==> src/inc/rbt_pkg.sv <==
// Constants, field layouts and carrier types of the registered bus transceiver.
package rbt_pkg;

    localparam int BUS_W      = 8;
    localparam int FIFO_DEPTH = 4;
    localparam int CNT_W      = 3;

    // Register byte offsets on the AHB-Lite port.
    localparam logic [31:0] CTRL_OFS   = 32'h0000_0000;
    localparam logic [31:0] STORED_OFS = 32'h0000_0004;
    localparam logic [31:0] BUS_OFS    = 32'h0000_0008;
    localparam logic [31:0] LOG_OFS    = 32'h0000_000C;
    localparam logic [31:0] STATUS_OFS = 32'h0000_0010;
    localparam logic [31:0] ADDR_MASK  = 32'h0000_00FC;

    // Field positions.
    localparam int CTRL_W         = 5;
    localparam int STORED_B_LSB   = 8;
    localparam int LOG_VALID_BIT  = 31;
    localparam int STAT_EMPTY_BIT = 0;
    localparam int STAT_FULL_BIT  = 1;
    localparam int STAT_OVF_BIT   = 2;
    localparam int STAT_CNT_LSB   = 4;

    localparam logic [1:0]  HTRANS_NONSEQ = 2'h2;
    localparam logic [1:0]  HTRANS_SEQ    = 2'h3;
    localparam logic        HRESP_OKAY    = 1'h0;
    localparam logic [31:0] WORD_ZERO     = 32'h0000_0000;
    localparam logic [7:0]  BYTE_ZERO     = 8'h00;

    typedef struct packed {
        logic invert;
        logic bToASourceSelect;
        logic aToBSourceSelect;
        logic bToAOutputEnable_b;
        logic aToBOutputEnable;
    } rbt_ctrl_t;

    // Both buses isolated, real-time selected, non-inverting.
    localparam rbt_ctrl_t CTRL_RESET = 5'h02;

    typedef struct packed {
        logic             capB;
        logic             capA;
        logic [BUS_W-1:0] dataB;
        logic [BUS_W-1:0] dataA;
    } rbt_log_t;

    localparam int LOG_W = $bits(rbt_log_t);

    typedef struct packed {
        logic [BUS_W-1:0] data;
        logic             oe_b;
    } rbt_drive_t;

    localparam rbt_drive_t DRIVE_RESET = 9'h001;

endpackage : rbt_pkg

==> src/rtl/rbt_sync.sv <==
// Two-stage synchroniser for pin inputs, frozen while the clock enable is low.
`timescale 1ns/1ps
module rbt_sync #(
    parameter int WIDTH = 1
) (
    input  wire logic             clock,
    input  wire logic             rst_b,
    input  wire logic             clkEn,
    input  wire logic [WIDTH-1:0] din,
    output logic      [WIDTH-1:0] dout
);

    logic [WIDTH-1:0] stage1;

    always_ff @(posedge clock or negedge rst_b) begin
        if (!rst_b) begin
            stage1 <= '0;
            dout   <= '0;
        end else if (clkEn) begin
            stage1 <= din;
            dout   <= stage1;
        end
    end

endmodule : rbt_sync

==> src/rtl/rbt_fifo.sv <==
// Flip-flop FIFO with valid and ready on both sides.
`timescale 1ns/1ps
module rbt_fifo #(
    parameter int WIDTH = 8,
    parameter int DEPTH = 4
) (
    input  wire logic                     clock,
    input  wire logic                     rst_b,
    input  wire logic                     clkEn,
    input  wire logic                     inValid,
    output logic                          inReady,
    input  wire logic [WIDTH-1:0]         inData,
    output logic                          outValid,
    input  wire logic                     outReady,
    output logic      [WIDTH-1:0]         outData,
    output logic      [$clog2(DEPTH):0]   count
);

    localparam int PTR_W = $clog2(DEPTH);
    localparam logic [PTR_W:0] FULL_CNT = (PTR_W+1)'(DEPTH);
    localparam logic [PTR_W:0] ONE_CNT  = (PTR_W+1)'(1);
    localparam logic [PTR_W-1:0] LAST   = PTR_W'(DEPTH - 1);
    localparam logic [PTR_W-1:0] ONE    = PTR_W'(1);

    logic [WIDTH-1:0] mem [DEPTH];
    logic [PTR_W-1:0] wrPtr;
    logic [PTR_W-1:0] rdPtr;
    wire              push = inValid && inReady;
    wire              pop  = outValid && outReady;

    assign inReady  = (count != FULL_CNT);
    assign outValid = (count != '0);
    assign outData  = mem[rdPtr];

    always_ff @(posedge clock or negedge rst_b) begin
        if (!rst_b) begin
            wrPtr <= '0;
            rdPtr <= '0;
            count <= '0;
        end else if (clkEn) begin
            if (push) begin
                wrPtr <= (wrPtr == LAST) ? '0 : wrPtr + ONE;
            end
            if (pop) begin
                rdPtr <= (rdPtr == LAST) ? '0 : rdPtr + ONE;
            end
            if (push && !pop) begin
                count <= count + ONE_CNT;
            end else if (pop && !push) begin
                count <= count - ONE_CNT;
            end
        end
    end

    // Storage holds no control state, so it needs no reset.
    always_ff @(posedge clock) begin
        if (clkEn && push) begin
            mem[wrPtr] <= inData;
        end
    end

endmodule : rbt_fifo

==> src/rtl/rbt_top.sv <==
// Registered octal bus transceiver with AHB-Lite control and a capture log.
`timescale 1ns/1ps

// Functional notes
// - each register loads on its capture clock rising edge, regardless of controls.
// - A data, B data or both may be captured in the same cycle.
// - select low passes real-time bus data, select high passes stored data.
// - switching a select never glitches the driven bus.
// - the two enables decide whether A, B, both or neither bus is driven.
// - both enabled and real-time, each bus reinforces itself and holds.
// - A-side and B-side data have separate, independently clocked registers.
// - an inverting option complements passed data, real-time or stored.
// - A-to-B enable is active high, B-to-A enable is active low.
module rbt_top
    import rbt_pkg::*;
(
    input  wire logic                      clock,
    input  wire logic                      rst_b,
    input  wire logic                      clkEn,
    input  wire logic                      hsel,
    input  wire logic [31:0]               haddr,
    input  wire logic [1:0]                htrans,
    input  wire logic                      hwrite,
    input  wire logic [2:0]                hsize,
    input  wire logic [31:0]               hwdata,
    input  wire logic                      hready,
    output logic                           hreadyout,
    output logic      [31:0]               hrdata,
    output logic                           hresp,
    input  wire logic [rbt_pkg::BUS_W-1:0] aBusIn,
    input  wire logic [rbt_pkg::BUS_W-1:0] bBusIn,
    input  wire logic                      aSideCaptureClock,
    input  wire logic                      bSideCaptureClock,
    output rbt_pkg::rbt_drive_t            aDrive,
    output rbt_pkg::rbt_drive_t            bDrive,
    output logic                           logReady
);

    import rbt_pkg::*;

    // Pin synchronisation.
    logic [BUS_W-1:0] aSync;
    logic [BUS_W-1:0] bSync;
    logic [1:0]       capSync;
    logic [1:0]       capPrev;

    rbt_sync #(.WIDTH(BUS_W)) u_syncA (
        .clock (clock),
        .rst_b (rst_b),
        .clkEn (clkEn),
        .din   (aBusIn),
        .dout  (aSync)
    );

    rbt_sync #(.WIDTH(BUS_W)) u_syncB (
        .clock (clock),
        .rst_b (rst_b),
        .clkEn (clkEn),
        .din   (bBusIn),
        .dout  (bSync)
    );

    rbt_sync #(.WIDTH(2)) u_syncCap (
        .clock (clock),
        .rst_b (rst_b),
        .clkEn (clkEn),
        .din   ({bSideCaptureClock, aSideCaptureClock}),
        .dout  (capSync)
    );

    // Capture edges are taken from the second synchroniser stage only.
    wire captureA = capSync[0] && !capPrev[0];
    wire captureB = capSync[1] && !capPrev[1];

    // Storage registers, one per side.
    logic [BUS_W-1:0] storedA;
    logic [BUS_W-1:0] storedB;
    wire  [BUS_W-1:0] next_storedA = captureA ? aSync : storedA;
    wire  [BUS_W-1:0] next_storedB = captureB ? bSync : storedB;

    always_ff @(posedge clock or negedge rst_b) begin
        if (!rst_b) begin
            capPrev <= 2'h0;
            storedA <= BYTE_ZERO;
            storedB <= BYTE_ZERO;
        end else if (clkEn) begin
            capPrev <= capSync;
            storedA <= next_storedA;
            storedB <= next_storedB;
        end
    end

    // Control register.
    rbt_ctrl_t ctrl;
    rbt_ctrl_t next_ctrl;

    // Output path selection and optional complement.
    wire [BUS_W-1:0] aToBRaw =
        ctrl.aToBSourceSelect ? storedA : aSync;
    wire [BUS_W-1:0] bToARaw =
        ctrl.bToASourceSelect ? storedB : bSync;
    wire [BUS_W-1:0] aToBData =
        ctrl.invert ? ~aToBRaw : aToBRaw;
    wire [BUS_W-1:0] bToAData =
        ctrl.invert ? ~bToARaw : bToARaw;

    // With both sides enabled and real-time, each bus sees its own level
    // come back through the other side, so it holds once others float.
    rbt_drive_t next_bDrive;
    rbt_drive_t next_aDrive;
    assign next_bDrive.data = aToBData;
    assign next_bDrive.oe_b = !ctrl.aToBOutputEnable;
    assign next_aDrive.data = bToAData;
    assign next_aDrive.oe_b = ctrl.bToAOutputEnable_b;

    // The pins come straight from flip-flops: a select change shows as one
    // clean step with no mux decode hazard on the bus.
    always_ff @(posedge clock or negedge rst_b) begin
        if (!rst_b) begin
            aDrive <= DRIVE_RESET;
            bDrive <= DRIVE_RESET;
        end else if (clkEn) begin
            aDrive <= next_aDrive;
            bDrive <= next_bDrive;
        end
    end

    // Capture log: one entry per cycle holding any edge seen in it, so
    // simultaneous captures share one word and neither is lost.
    rbt_log_t logIn;
    rbt_log_t logOut;
    logic     logValid;
    logic     logPop;
    logic [CNT_W-1:0] logCount;
    wire      logPush = captureA || captureB;

    assign logIn.capA  = captureA;
    assign logIn.capB  = captureB;
    assign logIn.dataA = aSync;
    assign logIn.dataB = bSync;

    rbt_fifo #(.WIDTH(LOG_W), .DEPTH(FIFO_DEPTH)) u_log (
        .clock    (clock),
        .rst_b    (rst_b),
        .clkEn    (clkEn),
        .inValid  (logPush),
        .inReady  (logReady),
        .inData   (logIn),
        .outValid (logValid),
        .outReady (logPop),
        .outData  (logOut),
        .count    (logCount)
    );

    // A full log never blocks the storage registers; the lost entry is
    // flagged instead, since capture must not depend on software.
    logic overflow;
    wire  overflowSet = logPush && !logReady;

    // AHB-Lite slave: address phase is registered, writes land in the
    // data phase, read data is prepared at the address phase.
    logic        wrPending;
    logic [31:0] wrAddr;
    wire         addrPhase = hsel && hready && clkEn &&
                             ((htrans == HTRANS_NONSEQ) ||
                              (htrans == HTRANS_SEQ));
    wire  [31:0] addrWord  = haddr & ADDR_MASK;
    wire         rdAccess  = addrPhase && !hwrite;
    wire         wrCtrl    = wrPending && (wrAddr == CTRL_OFS);
    wire         wrStatus  = wrPending && (wrAddr == STATUS_OFS);
    wire         ovfClear  = wrStatus && hwdata[STAT_OVF_BIT];

    assign logPop    = rdAccess && (addrWord == LOG_OFS) && logValid;
    assign hreadyout = clkEn;
    assign hresp     = HRESP_OKAY;

    assign next_ctrl = wrCtrl ? rbt_ctrl_t'(hwdata[CTRL_W-1:0]) : ctrl;

    // Hardware set wins over a software clear in the same cycle.
    wire next_overflow = overflowSet || (overflow && !ovfClear);

    wire [31:0] ctrlWord   = {{(32-CTRL_W){1'b0}}, next_ctrl};
    wire [31:0] storedWord = {16'h0000, storedB, storedA};
    wire [31:0] busWord    = {16'h0000, bSync, aSync};
    wire [31:0] logWord    =
        {logValid, {(31-LOG_W){1'b0}}, logValid ? logOut : rbt_log_t'('0)};
    wire [31:0] statusWord =
        {{(28-CNT_W){1'b0}}, logCount, 1'b0, next_overflow,
         !logReady, !logValid};

    logic [31:0] next_rdata;
    always_comb begin
        unique case (addrWord)
            CTRL_OFS:   next_rdata = ctrlWord;
            STORED_OFS: next_rdata = storedWord;
            BUS_OFS:    next_rdata = busWord;
            LOG_OFS:    next_rdata = logWord;
            STATUS_OFS: next_rdata = statusWord;
            default:    next_rdata = WORD_ZERO;
        endcase
    end

    always_ff @(posedge clock or negedge rst_b) begin
        if (!rst_b) begin
            wrPending <= 1'b0;
            wrAddr    <= WORD_ZERO;
            hrdata    <= WORD_ZERO;
            ctrl      <= CTRL_RESET;
            overflow  <= 1'b0;
        end else if (clkEn) begin
            wrPending <= addrPhase && hwrite;
            wrAddr    <= addrWord;
            if (rdAccess) begin
                hrdata <= next_rdata;
            end
            ctrl     <= next_ctrl;
            overflow <= next_overflow;
        end
    end

    // Transfer size is not checked: every access is treated as a word.
    wire unusedSize = ^hsize;

endmodule : rbt_top

==> config.mk <==
export PLATFORM = sky130hd
export DESIGN_NAME = rbt_top
export DESIGN_NICKNAME = d
export VERILOG_FILES = /design/src/inc/rbt_pkg.sv /design/src/rtl/rbt_sync.sv /design/src/rtl/rbt_fifo.sv /design/src/rtl/rbt_top.sv
export SDC_FILE = /design/constraint.sdc
export NUM_CORES = 1
export LEC_CHECK = 0
export BUFFER_PORTS_ARGS = -buffer_cell sky130_fd_sc_hd__buf_2
export CAP_MARGIN = 30
export CORE_MARGIN = 2
export CORE_UTILIZATION = 45
export CTS_CLUSTER_DIAMETER = 60
export DETAILED_ROUTE_END_ITERATION = 8
export HOLD_SLACK_MARGIN = 0.12
export PLACE_DENSITY = 0.67
export SLEW_MARGIN = 20
export SYNTH_ARGS = -nofsm -noshare
export SYNTH_HDL_FRONTEND = slang
export SYNTH_SLANG_ARGS = --single-unit
==> constraint.sdc <==
create_clock -name clock -period 2.9 [get_ports clock]
set_input_delay 0.87 -clock clock [delete_from_list [all_inputs] [get_ports clock]]
set_output_delay 0.87 -clock clock [all_outputs]
set_load 0.05 [all_outputs]
==> reports/results.tsv, run 1 <==
stage	metric	value	unit
die	die_w	136	um
synthesis	synth_top_family_by_area	multiplexers	
synthesis	asyncSetResetFlopFracSynth	60.7	%
die	core.rowCount	48	
synthesis	most_common_cell_in_the_netlist	sky130_fd_sc_hd__dfrtp_1	
detailed_routing	route.detailed.drc	0	
layout	fraction_of_the_core_area_covered_by_cells_at_the_end_of_the_flow	53.9	%
worst_setup_path	startpoint_type	register	
clock_tree	tritoncts	built	
synthesis	yosys_register_bits	183	
synthesis	dominantRegCellSynth	sky130_fd_sc_hd__dfrtp_1	
synthesis	synth_top_area_share	34.3	%
synthesis	post_synth_mux_area_share	19.8	%
synthesis	synth_area	7880	sq um
sta	final_worst_clock_skew	0.00827	ns
synthesis	post_synth_fa_ha_maj_area_fraction	1.21	%
die	coreArea	17200	sq um
die	design.die.area	18600	sq um
clock_tree	cts_resized	0	
worst_setup_path	worst-path-max-fanout	6	
synthesis	yosys-top-cells-count	sky130_fd_sc_hd__dfrtp_1 (108), sky130_fd_sc_hd__mux2_2 (84), sky130_fd_sc_hd__edfxtp_1 (72)	
flow_run	cap_viol_max_count	0	
global_routing	globalRouteTotalUtil	19.3	%
layout	syn_to_final_growth	17.5	%
clock_tree	cts.root.buffer_cell	sky130_fd_sc_hd__clkbuf_16	
clock_tree	cts.reportedPaths.clkPinSlew	0.06	ns
synthesis	ys_seq_area_share	62.8	%
layout	insertedDiodeCount	0	
clock_tree	clock_tree.buffer_depth	2	
synthesis	synth_compound_gate_area_share	4.83	%
detailed_routing	vias_per_cell	5.40	
placement	gp_congestion	0.837	
sta	tightest_pin_transition	0.842	ns
synthesis	avgSynthCellArea	14.8	sq um
clock_tree	cts-htree-levels	4	
layout	finish.net_count	720	
min_path	timing.hold.worst.class	in2async	
global_routing	antenna_found_initial	0	
synthesis	netlist_instances	531	
synthesis	xor_xnor_fraction_of_synth_area	2.11	%
global_routing	grt_start_max_net_pins	67	
sta	grt_setup_unrepaired	false	
clock_tree	insertion_delay	0.43	ns
clock_tree	cts_hold_buffers	0	
clock_tree	numCtsBuffers	17	
placement	port-buffer-count	74	
sta	final-hold-violation-count	0	
die	chipHeight	136	um
layout	layout-drive-gt1-share	38.0	%
global_routing	grt_first_pass_wirelength	26.3	mm
sta	final_period_minus_worst_setup_slack	2.53	ns
detailed_routing	num_vias	4630	
synthesis	synth_area_leader_cell	sky130_fd_sc_hd__dfrtp_1	
outcome	result_of_the_run	complete, no violations	
sta	final_min_period_over_clock_period	87.2	%
die	start_util	45.9	%
sta	setup_viol_count_final	0	
power_and_ir_drop	irDropWorstVdd	0.460	mV
worst_setup_path	crit_arrival	1.66	ns
sta	slew-limit-headroom	43.9	%
global_routing	gr-total-overflow	0	
detailed_routing	route.antenna.remaining_nets	0	
global_routing	grt_pass1_vias	4777	
synthesis	synth_area_leaders	sky130_fd_sc_hd__dfrtp_1 (34%), sky130_fd_sc_hd__edfxtp_1 (27%), sky130_fd_sc_hd__mux2_2 (12%)	
clock_tree	cts.sink_count	183	
synthesis	post_synth_and_or_nand_nor_area_fraction	6.00	%
worst_setup_path	worstReg2RegStart	u_log.count[0]	
sta	max_freq	395	MHz
detailed_routing	wl_per_cell	19.3	um
worst_setup_path	timing_worst_setup_path_type	reg2out	
worst_setup_path	worstSetupStartpoint	u_log.count[0]	
sta	report.final.slew_viol_count	0	
detailed_routing	totalWireLength	16.6	mm
power_and_ir_drop	static-leakage-power	3.74	nW
worst_setup_path	worst-endpoint-required	2.03	ns
worst_setup_path	critPathCaptureType	primary output	
synthesis	ys.warnings.count	0	
sta	totalNegativeSetupSlack	0	ns
clock_tree	cts.repair_timing.setup_buffer_count	0	
synthesis	synth-edff-count	72	
die	pin_count	146	
detailed_routing	dr.first_iter.drc_count	367	
power_and_ir_drop	cellPowerDensity	788	nW/um^2
detailed_routing	drt_pass1_iterations	5	
placement	half_perimeter_wire_length_after_detailed_placement	11.3	mm
synthesis	synth_cell_type_count	50	
## path summary, 6_finish.rpt
kind | end | slack (ns) | cells past startpoint
min reg2reg | bDrive[0] | 0.47 | 1
max in group asynchronous | aDrive[0] | 1.73 | 2
max | logReady | 0.37 | 4
min | u_syncB.stage1[0] | 0.43 | 1
max reg2reg | u_log.count[2] | 0.63 | 9
min in group clock | bDrive[0] | 0.47 | 1
## sequential cells by signal, summed over array words and instances, names as in the netlist
signal and count:
u_syncCap.dout 2, u_syncA.stage1 8, u_syncB.dout 8, wrAddr 6, wrPending 1, ctrl 5, capPrev 2, u_syncA.dout 8
overflow 1, u_log.wrPtr 2, storedA 8, hrdata 19, bDrive 9, u_syncB.stage1 8, u_log.mem 72, u_log.rdPtr 2
storedB 8, u_log.count 3, aDrive 9, u_syncCap.stage1 2
## power by group
part / internal (W) / total, W / switching, W
clock: 0.00151 / 0.00243 / 0.000926
sequential: 0.00316 / 0.00348 / 0.000320
combinational: 0.000560 / 0.00139 / 0.000829
## per-stage QoR
step	area [sq um]	total power, W	instances	worst slack (ns)	hold slack (ns)
after floorplan	7930	0.00444	544	0.129	0.419
after global placement	8590	0.00483	825	0.202	0.441
after detailed placement	8610	0.00492	826	0.110	0.455
after CTS	9250	0.00736	857	0.351	0.451
after global routing	9250	0.00763	857	0.281	0.475
final	9250	0.00730	857	0.371	0.432
## worst max-delay path: stages (launching register included)
cell	delay, ns
sky130_fd_sc_hd__dfrtp_1	0.50
sky130_fd_sc_hd__nor2_1	0.08
sky130_fd_sc_hd__and2_1	0.21
sky130_fd_sc_hd__inv_1	0.16
sky130_fd_sc_hd__buf_2	0.29
## kinds of logic after synthesis
logic type      Yosys count
fa+ha+maj                 7
other cells               1
flops                   183
compound gates           60
xor+xnor                 19
mux                     123
simple gates             91
buf+inv                  47
## layout by cell type, fill, tap and decap left out, types with 11 or more instances in the layout
cell / netlist / routed
sky130_fd_sc_hd__mux2_2: 84 / 84
sky130_fd_sc_hd__edfxtp_1: 72 / 72
sky130_fd_sc_hd__clkbuf_16: 0 / 18
sky130_fd_sc_hd__a21oi_1: 31 / 31
sky130_fd_sc_hd__conb_1: 1 / 14
sky130_fd_sc_hd__nor2b_1: 11 / 11
sky130_fd_sc_hd__mux2i_1: 21 / 21
sky130_fd_sc_hd__nand2_1: 23 / 23
sky130_fd_sc_hd__buf_2: 10 / 73
sky130_fd_sc_hd__nor2_1: 24 / 24
sky130_fd_sc_hd__xnor2_1: 18 / 18
sky130_fd_sc_hd__buf_4: 15 / 18
sky130_fd_sc_hd__mux4_2: 18 / 18
sky130_fd_sc_hd__dfrtp_1: 108 / 108
## routing by layer
metal / vias to the layer above / share of wire (%) / global-route usage (%)
met4: 0 / 2.7 / 8.04
li1: 2103 / - / -
met5: - / 0 / 0
met1: 2358 / 42 / 25.5
met2: 144 / 50 / 31.2
met3: 25 / 5.4 / 3.88
## area by class of cell
class                   count  area [sq um]
repair buffers             97           628
well taps                 225           282
flip-flops and latches    183          4940
multi-input cells         314          2730
inverters                   7          26.3
clock inverters             4          75.1
clock buffers              27           564
fillers                  1444          7920
Note: power is estimated with default switching activity, not from simulation.
==> inputs of run 2 (changes only) <==
Settings changed: SYNTH_HIERARCHICAL set to 1.
==> run 2 against run 1 <==
Compared with the run above:
- worst setup slack lost 0.024 ns
- final area increased by 1.8%
- synthesized cell count rose by 3.2%
- largest power group unchanged
- worst hold slack better by 0.012 ns
==> reports/results.tsv, run 2 <==
stage	metric	value	unit	change
worst_setup_path	startpoint_type	register		
die	core.rowCount	49		+2.1%
synthesis	dominantRegCellSynth	sky130_fd_sc_hd__dfrtp_1		
min_path	timing.hold.worst.class	reg2reg		
synthesis	most_common_cell_in_the_netlist	sky130_fd_sc_hd__dfrtp_1		
sta	totalNegativeSetupSlack	0	ns	unchanged
die	design.die.area	19200	sq um	+3.4%
die	pin_count	146		unchanged
synthesis	ys_seq_area_share	60.7	%	-2.1 points
synthesis	synth-edff-count	72		unchanged
synthesis	avgSynthCellArea	14.9	sq um	+0.25%
sta	holdWs	0.444	ns	+0.0117 ns
detailed_routing	route.detailed.drc	0		unchanged
layout	largest_reg_flops	72		unchanged
sta	fin_ws	0.347	ns	-0.0244 ns
global_routing	antenna_found_initial	0		unchanged
power_and_ir_drop	switching_share	30.0	%	+1.5 points
power_and_ir_drop	total_power	0.00703	W	-3.6%
layout	layout_commonest_cell	sky130_fd_sc_hd__dfrtp_1		
detailed_routing	route.antenna.remaining_nets	0		unchanged
layout	top_regs	u_log/mem (72), hrdata (19)		
layout	mostFrequentLayoutCells	sky130_fd_sc_hd__dfrtp_1 (108), sky130_fd_sc_hd__buf_2 (72), sky130_fd_sc_hd__edfxtp_1 (72)		
die	start_util	45.7	%	-0.18 points
detailed_routing	wl_per_cell	18.7	um	-3.4%
die	die_w	139	um	+1.7%
clock_tree	insertion_delay	0.43	ns	about the same
sta	final_min_period_over_clock_period	88.0	%	+0.84 points
clock_tree	cts_hold_buffers	0		unchanged
synthesis	synth_top_area_share	33.2	%	-1.1 points
die	coreArea	17800	sq um	+3.9%
worst_setup_path	worst-path-max-fanout	11		+5
clock_tree	tritoncts	built		
flow_run	cap_viol_max_count	0		unchanged
synthesis	synth_area	8150	sq um	+3.5%
clock_tree	clock_tree.buffer_depth	2		unchanged
layout	multiInputGateArea	2900	sq um	+5.9%
sta	max_freq	392	MHz	-0.96%
clock_tree	cts-htree-levels	4		unchanged
die	chipHeight	139	um	+1.7%
sta	report.final.slew_viol_count	0		unchanged
detailed_routing	num_vias	4749		+2.6%
global_routing	grt_pass1_vias	4894		+2.4%
min_path	whs_endpoint	bDrive[0]		
worst_setup_path	critPathCaptureType	register		
synthesis	asyncSetResetFlopFracSynth	60.7	%	unchanged
power_and_ir_drop	total_switching_power	0.00211	W	+1.6%
global_routing	grt_start_max_net_pins	54		-19%
synthesis	ys.warnings.count	6		+6
worst_setup_path	critical_path.reg2reg.endpoint	u_log/count[2]		
power_and_ir_drop	static-leakage-power	3.86	nW	+3.0%
sta	slew-limit-headroom	38.6	%	-5.3 points
placement	placement.setup.worst_slack	0.000436	ns	-0.109 ns
placement	port-buffer-count	74		unchanged
outcome	result_of_the_run	complete, no violations		
min_path	critical_hold_path_startpoint	ctrl[0]		
sta	tightest_pin_transition	0.921	ns	+0.0789 ns
layout	fillCellCount	1455		+0.76%
layout	fraction_of_the_core_area_covered_by_cells_at_the_end_of_the_flow	52.8	%	-1.1 points
detailed_routing	dr.first_iter.drc_count	312		-15%
layout	register_area	4940	sq um	unchanged
placement	half_perimeter_wire_length_after_detailed_placement	11.3	mm	about the same
sta	final_period_minus_worst_setup_slack	2.55	ns	+0.0244 ns
clock_tree	numCtsBuffers	17		unchanged
layout	max_flop_register	u_log/mem		
global_routing	gr-total-overflow	0		unchanged
sta	setup_viol_count_final	0		unchanged
layout	layout-drive-gt1-share	38.1	%	+0.11 points
detailed_routing	vias_per_cell	5.43		+0.46%
worst_setup_path	timing_worst_setup_path_type	reg2reg		
clock_tree	cts.repair_timing.setup_buffer_count	0		unchanged
clock_tree	cts.sink_count	183		unchanged
worst_setup_path	worst-endpoint-required	3.21	ns	+1.18 ns
synthesis	synth_area_leaders	sky130_fd_sc_hd__dfrtp_1 (33%), sky130_fd_sc_hd__edfxtp_1 (27%), sky130_fd_sc_hd__mux2_2 (8.8%)		
layout	insertedDiodeCount	0		unchanged
synthesis	yosys-top-cells-count	sky130_fd_sc_hd__dfrtp_1 (108), sky130_fd_sc_hd__edfxtp_1 (72), sky130_fd_sc_hd__mux2_2 (64)		
min_path	min_delay_path_depth	1		
worst_setup_path	crit_arrival	2.86	ns	+1.20 ns
synthesis	yosys_register_bits	183		unchanged
power_and_ir_drop	seq_power_share	49.3	%	+1.7 points
clock_tree	cts.root.buffer_cell	sky130_fd_sc_hd__clkbuf_16		
power_and_ir_drop	pwr-share-clk	32.3	%	-1.0 points
worst_setup_path	worstRegToRegCells	11		+2
layout	syn_to_final_growth	15.6	%	
global_routing	grt_first_pass_wirelength	26.6	mm	+0.87%
power_and_ir_drop	irDropWorstVdd	0.418	mV	-9.1%
layout	finish.net_count	733		+1.8%
synthesis	synth_area_leader_cell	sky130_fd_sc_hd__dfrtp_1		
global_routing	globalRouteTotalUtil	17.7	%	-1.6 points
sta	final-hold-violation-count	0		unchanged
clock_tree	cts.reportedPaths.clkPinSlew	0.07	ns	about the same
worst_setup_path	reg2reg_slack	0.35	ns	-0.28 ns
detailed_routing	drt_pass1_iterations	4		-1
clock_tree	cts_resized	0		unchanged
power_and_ir_drop	power_frac_comb	18.4	%	-0.6 points
sta	grt_setup_unrepaired	false		
synthesis	netlist_instances	548		+3.2%
synthesis	synth_cell_type_count	52		+4.0%
worst_setup_path	worstReg2RegStart	u_log/count[0]		
detailed_routing	totalWireLength	16.3	mm	-1.4%
sta	final_worst_clock_skew	0.00698	ns	-0.00129 ns
power_and_ir_drop	internal_power	0.00492	W	-5.7%
placement	gp_congestion	0.869		+3.8%
power_and_ir_drop	cellPowerDensity	746	nW/um^2	-5.4%
-- run 2: cell count changes after synthesis, sizes merged, moves of 10 or more --
cell	delta
a21oi	-30
nor2	-19
nand2	+11
a221oi	+10
nand2b	+10
nor2b	-10
nor3	+10
-- run 2: how the worst max path moves through the flow --
stage,startpoint,endpoint,slack (ns),cells past startpoint
final,u_log/count[0],u_log/count[2],0.35,11
after detailed placement,haddr[5],u_log/count[1],0.0004,9
after global routing,u_log/count[0],u_log/count[2],0.29,11
after CTS,u_log/count[0],u_log/count[2],0.37,11
after floorplan,haddr[5],u_log/count[1],-0.08,9
after global placement,haddr[5],u_log/count[1],0.01,9
-- run 2: kinds of logic (layout without fill, tap and decap cells) --
kind of cell             Yosys count  after routing  synth area share [%]
AO/OA/AOI/OAI                     50             50                  4.54
buffers and inverters             62            147                  4.44
other                              1             14                0.0460
multiplexers                     126            126                  20.6
XOR/XNOR                          19             19                  2.04
AND/OR/NAND/NOR                  100            100                  6.53
adder cells (fa/ha/maj)            7              7                  1.17
flip-flops                       183            183                  60.7
-- run 2: critical path, cell delays in order (launching register included) --
cell and delay [ns]:
sky130_fd_sc_hd__dfrtp_1 0.47, sky130_fd_sc_hd__or3_4 0.48, sky130_fd_sc_hd__nand2_1 0.13, sky130_fd_sc_hd__nor3_4 0.05, sky130_fd_sc_hd__and2b_2 0.21, sky130_fd_sc_hd__nand2_1 0.06
sky130_fd_sc_hd__ha_2 0.18, sky130_fd_sc_hd__inv_1 0.06, sky130_fd_sc_hd__fa_1 0.38, sky130_fd_sc_hd__xnor2_1 0.19, sky130_fd_sc_hd__nand2_1 0.09, sky130_fd_sc_hd__xnor2_1 0.13
-- run 2: power by group through the flow --
stage	registers [W]	logic [W]	clock network, W
after global placement	0.00348	0.00125	0
final	0.00347	0.00129	0.00227
after detailed placement	0.00352	0.00130	0
after global routing	0.00352	0.00140	0.00243
after CTS	0.00347	0.00131	0.00232
after floorplan	0.00360	0.000776	0
-- run 2: cell type report --
type                            count  share of cell area [%]
Clock buffer                       17                    4.51
Clock inverter                     15                    1.70
Inverter                           16                   0.637
Multi-Input combinational cell    316                    30.7
Sequential cell                   183                    52.5
Tap cell                          229                    3.04
Timing Repair Buffer               99                    6.90
-- run 2: through the flow --
| stage | cells | cell area (sq um) |
|---|---|---|
| floorplan | 561 | 8210 |
| global placement | 843 | 8840 |
| detailed placement | 843 | 8840 |
| CTS | 875 | 9420 |
| global route | 875 | 9420 |
| finish | 875 | 9420 |
-- run 2: routing by layer --
layer / wire length (um) / track usage (%)
met1: 7360 / 24.6
met2: 7810 / 27.8
met3: 867 / 4.11
met4: 287 / 5.48
met5: 0 / 0
==> inputs of run 3 (changes only) <==
Settings changed: CAP_MARGIN 30 to 0, SYNTH_HIERARCHICAL 1 to not set.
==> run 3 against run 2 <==
Compared with the run above:
- register-to-register slack better by 0.29 ns
- non-clock buffer count shrank 3
- worst setup slack better by 0.0016 ns
- total power rose by 0.33%
- cell count fell by 2.1%
- largest cell class unchanged
==> reports/results.tsv, run 3 (same netlist as run 1, synthesis figures left out) <==
stage	metric	value	unit	change
detailed_routing	wl_per_cell	19.1	um	+2.2%
sta	slew-limit-headroom	27.8	%	-11 points
global_routing	globalRouteTotalUtil	19.1	%	+1.5 points
detailed_routing	drt_pass1_iterations	4		unchanged
worst_setup_path	worst-endpoint-required	2.03	ns	-1.18 ns
worst_setup_path	worstRegToRegCells	9		-2
power_and_ir_drop	irDropWorstVdd	0.383	mV	-8.6%
clock_tree	cts_resized	0		unchanged
sta	final-hold-violation-count	0		unchanged
placement	dpl-instance-area	8590	sq um	-2.8%
clock_tree	cts.root.buffer_cell	sky130_fd_sc_hd__clkbuf_16		
sta	tightest_pin_transition	1.08	ns	+0.162 ns
layout	layout-drive-gt1-share	38.0	%	-0.11 points
detailed_routing	totalWireLength	16.3	mm	+0.14%
worst_setup_path	timing_worst_setup_path_type	reg2out		
worst_setup_path	crit_arrival	1.68	ns	-1.18 ns
die	design.die.area	18600	sq um	-3.2%
clock_tree	cts.repair_timing.setup_buffer_count	0		unchanged
clock_tree	cts-htree-levels	4		unchanged
outcome	result_of_the_run	complete, no violations		
clock_tree	insertion_delay	0.44	ns	about the same
clock_tree	cts_hold_buffers	0		unchanged
sta	final_worst_clock_skew	0.0290	ns	+0.0220 ns
placement	port-buffer-count	74		unchanged
detailed_routing	vias_per_cell	5.40		-0.57%
detailed_routing	num_vias	4625		-2.6%
sta	totalNegativeSetupSlack	0	ns	unchanged
layout	mostFrequentLayoutCells	sky130_fd_sc_hd__dfrtp_1 (108), sky130_fd_sc_hd__mux2_2 (84), sky130_fd_sc_hd__buf_2 (73)		
worst_setup_path	cp.buffers_inverters	2		+1
worst_setup_path	critPathCaptureType	primary output		
detailed_routing	route.detailed.drc	0		unchanged
worst_setup_path	cpPeakStageDelay	0.50	ns	+0.02 ns
die	die_w	136	um	-1.6%
worst_setup_path	worstReg2RegStart	u_log.count[0]		
sta	fin_ws	0.348	ns	+0.00162 ns
power_and_ir_drop	static-leakage-power	3.71	nW	-3.9%
die	coreArea	17200	sq um	-3.7%
die	start_util	45.9	%	+0.18 points
clock_tree	clock_tree.buffer_depth	2		unchanged
layout	fillCellCount	1458		+0.21%
sta	grt_setup_unrepaired	false		
die	chipHeight	136	um	-1.6%
layout	insertedDiodeCount	0		unchanged
layout	layout_commonest_cell	sky130_fd_sc_hd__dfrtp_1		
layout	finish.net_count	719		-1.9%
worst_setup_path	worstSetupStartpoint	u_log.count[0]		
worst_setup_path	crit_path_top_delay_cell	sky130_fd_sc_hd__dfrtp_1		
sta	report.final.slew_viol_count	0		unchanged
clock_tree	tritoncts	built		
placement	place.detailed.instances	825		-2.1%
worst_setup_path	reg2reg_slack	0.64	ns	+0.29 ns
sta	max_freq	392	MHz	about the same
power_and_ir_drop	cellPowerDensity	770	nW/um^2	+3.2%
layout	stdcell_area	9160	sq um	-2.8%
placement	placement.setup.worst_slack	0.106	ns	+0.106 ns
layout	layoutNonFillerInstCount	857		-2.1%
detailed_routing	dr.first_iter.drc_count	334		+7.1%
sta	final_period_minus_worst_setup_slack	2.55	ns	-0.00162 ns
sta	setup_viol_count_final	0		unchanged
global_routing	grt_first_pass_wirelength	26.2	mm	-1.3%
placement	half_perimeter_wire_length_after_detailed_placement	11.2	mm	-0.76%
die	core.rowCount	48		-2.0%
clock_tree	cts.reportedPaths.clkPinSlew	0.06	ns	about the same
global_routing	gr-total-overflow	0		unchanged
placement	gp_congestion	0.837		-3.7%
worst_setup_path	cells_along_the_critical_path	nor2_1 -> and2_1 -> inv_1 -> buf_2		
global_routing	antenna_found_initial	0		unchanged
layout	syn_to_final_growth	16.3	%	
sta	final_min_period_over_clock_period	88.0	%	about the same
worst_setup_path	startpoint_type	register		
min_path	timing.hold.worst.class	in2async		
clock_tree	numCtsBuffers	17		unchanged
layout	register_area	4940	sq um	unchanged
layout	largest_reg_flops	72		unchanged
global_routing	grt_pass1_vias	4766		-2.6%
layout	multiInputGateArea	2730	sq um	-5.6%
clock_tree	cts.sink_count	183		unchanged
detailed_routing	route.antenna.remaining_nets	0		unchanged
layout	max_flop_register	u_log.mem		
global_routing	grt_start_max_net_pins	67		+24%
worst_setup_path	worst-path-max-fanout	6		-5
flow_run	cap_viol_max_count	0		unchanged
sta	holdWs	0.437	ns	-0.00654 ns
worst_setup_path	path_delay_family	flip-flops		
worst_setup_path	critical_path.reg2reg.endpoint	u_log.count[2]		
layout	top_regs	u_log.mem (72), hrdata (19)		
die	pin_count	146		unchanged
[run 3: cell types whose count changed in the layout (fill, tap and decap cells not counted), sizes merged, moves of 11 or more]
cell and change:
inv -14, nand2 -11, nor2 +19, a21oi +30
[run 3: area by class of cell]
type / instances / share of cell area [%]
clock buffers: 22 / 5.53
well taps: 225 / 3.07
inverters: 7 / 0.287
clock inverters: 10 / 0.697
multi-input cells: 314 / 29.9
repair buffers: 96 / 6.56
flip-flops and latches: 183 / 54.0
[run 3: routing by layer]
| layer | wire length [um] | global-route usage, % | vias up |
|---|---|---|---|
| met5 | 0 | 0 | - |
| met4 | 217 | 8.56 | 0 |
| met3 | 807 | 4.21 | 12 |
| met2 | 8500 | 30.8 | 119 |
| met1 | 6830 | 24.9 | 2395 |
| li1 | - | - | 2099 |
[run 3: worst max-delay path by stage]
stage,end,cells past startpoint,slack (ns)
2_1_floorplan,u_log.count[1],8,0.13
3_3_place_gp,u_log.count[1],8,0.20
3_5_place_dp,storedB[5],4,0.11
4_1_cts,logReady,4,0.35
5_1_grt,logReady,4,0.29
6_report,logReady,4,0.35
[run 3: per-stage QoR]
step,power [W],util (%)
2_1_floorplan,0.00444,-
3_3_place_gp,0.00483,50.0
3_5_place_dp,0.00491,50.0
4_1_cts,0.00712,53.3
5_1_grt,0.00739,53.3
6_report,0.00705,53.3
[run 3: report_power, final]
group | switching (W) | leakage, nW | internal (W)
sequential | 0.000317 | 1.99 | 0.00315
clock | 0.000960 | 0.291 | 0.00124
combinational | 0.000821 | 1.42 | 0.000558
total | 0.00210 | 3.71 | 0.00496
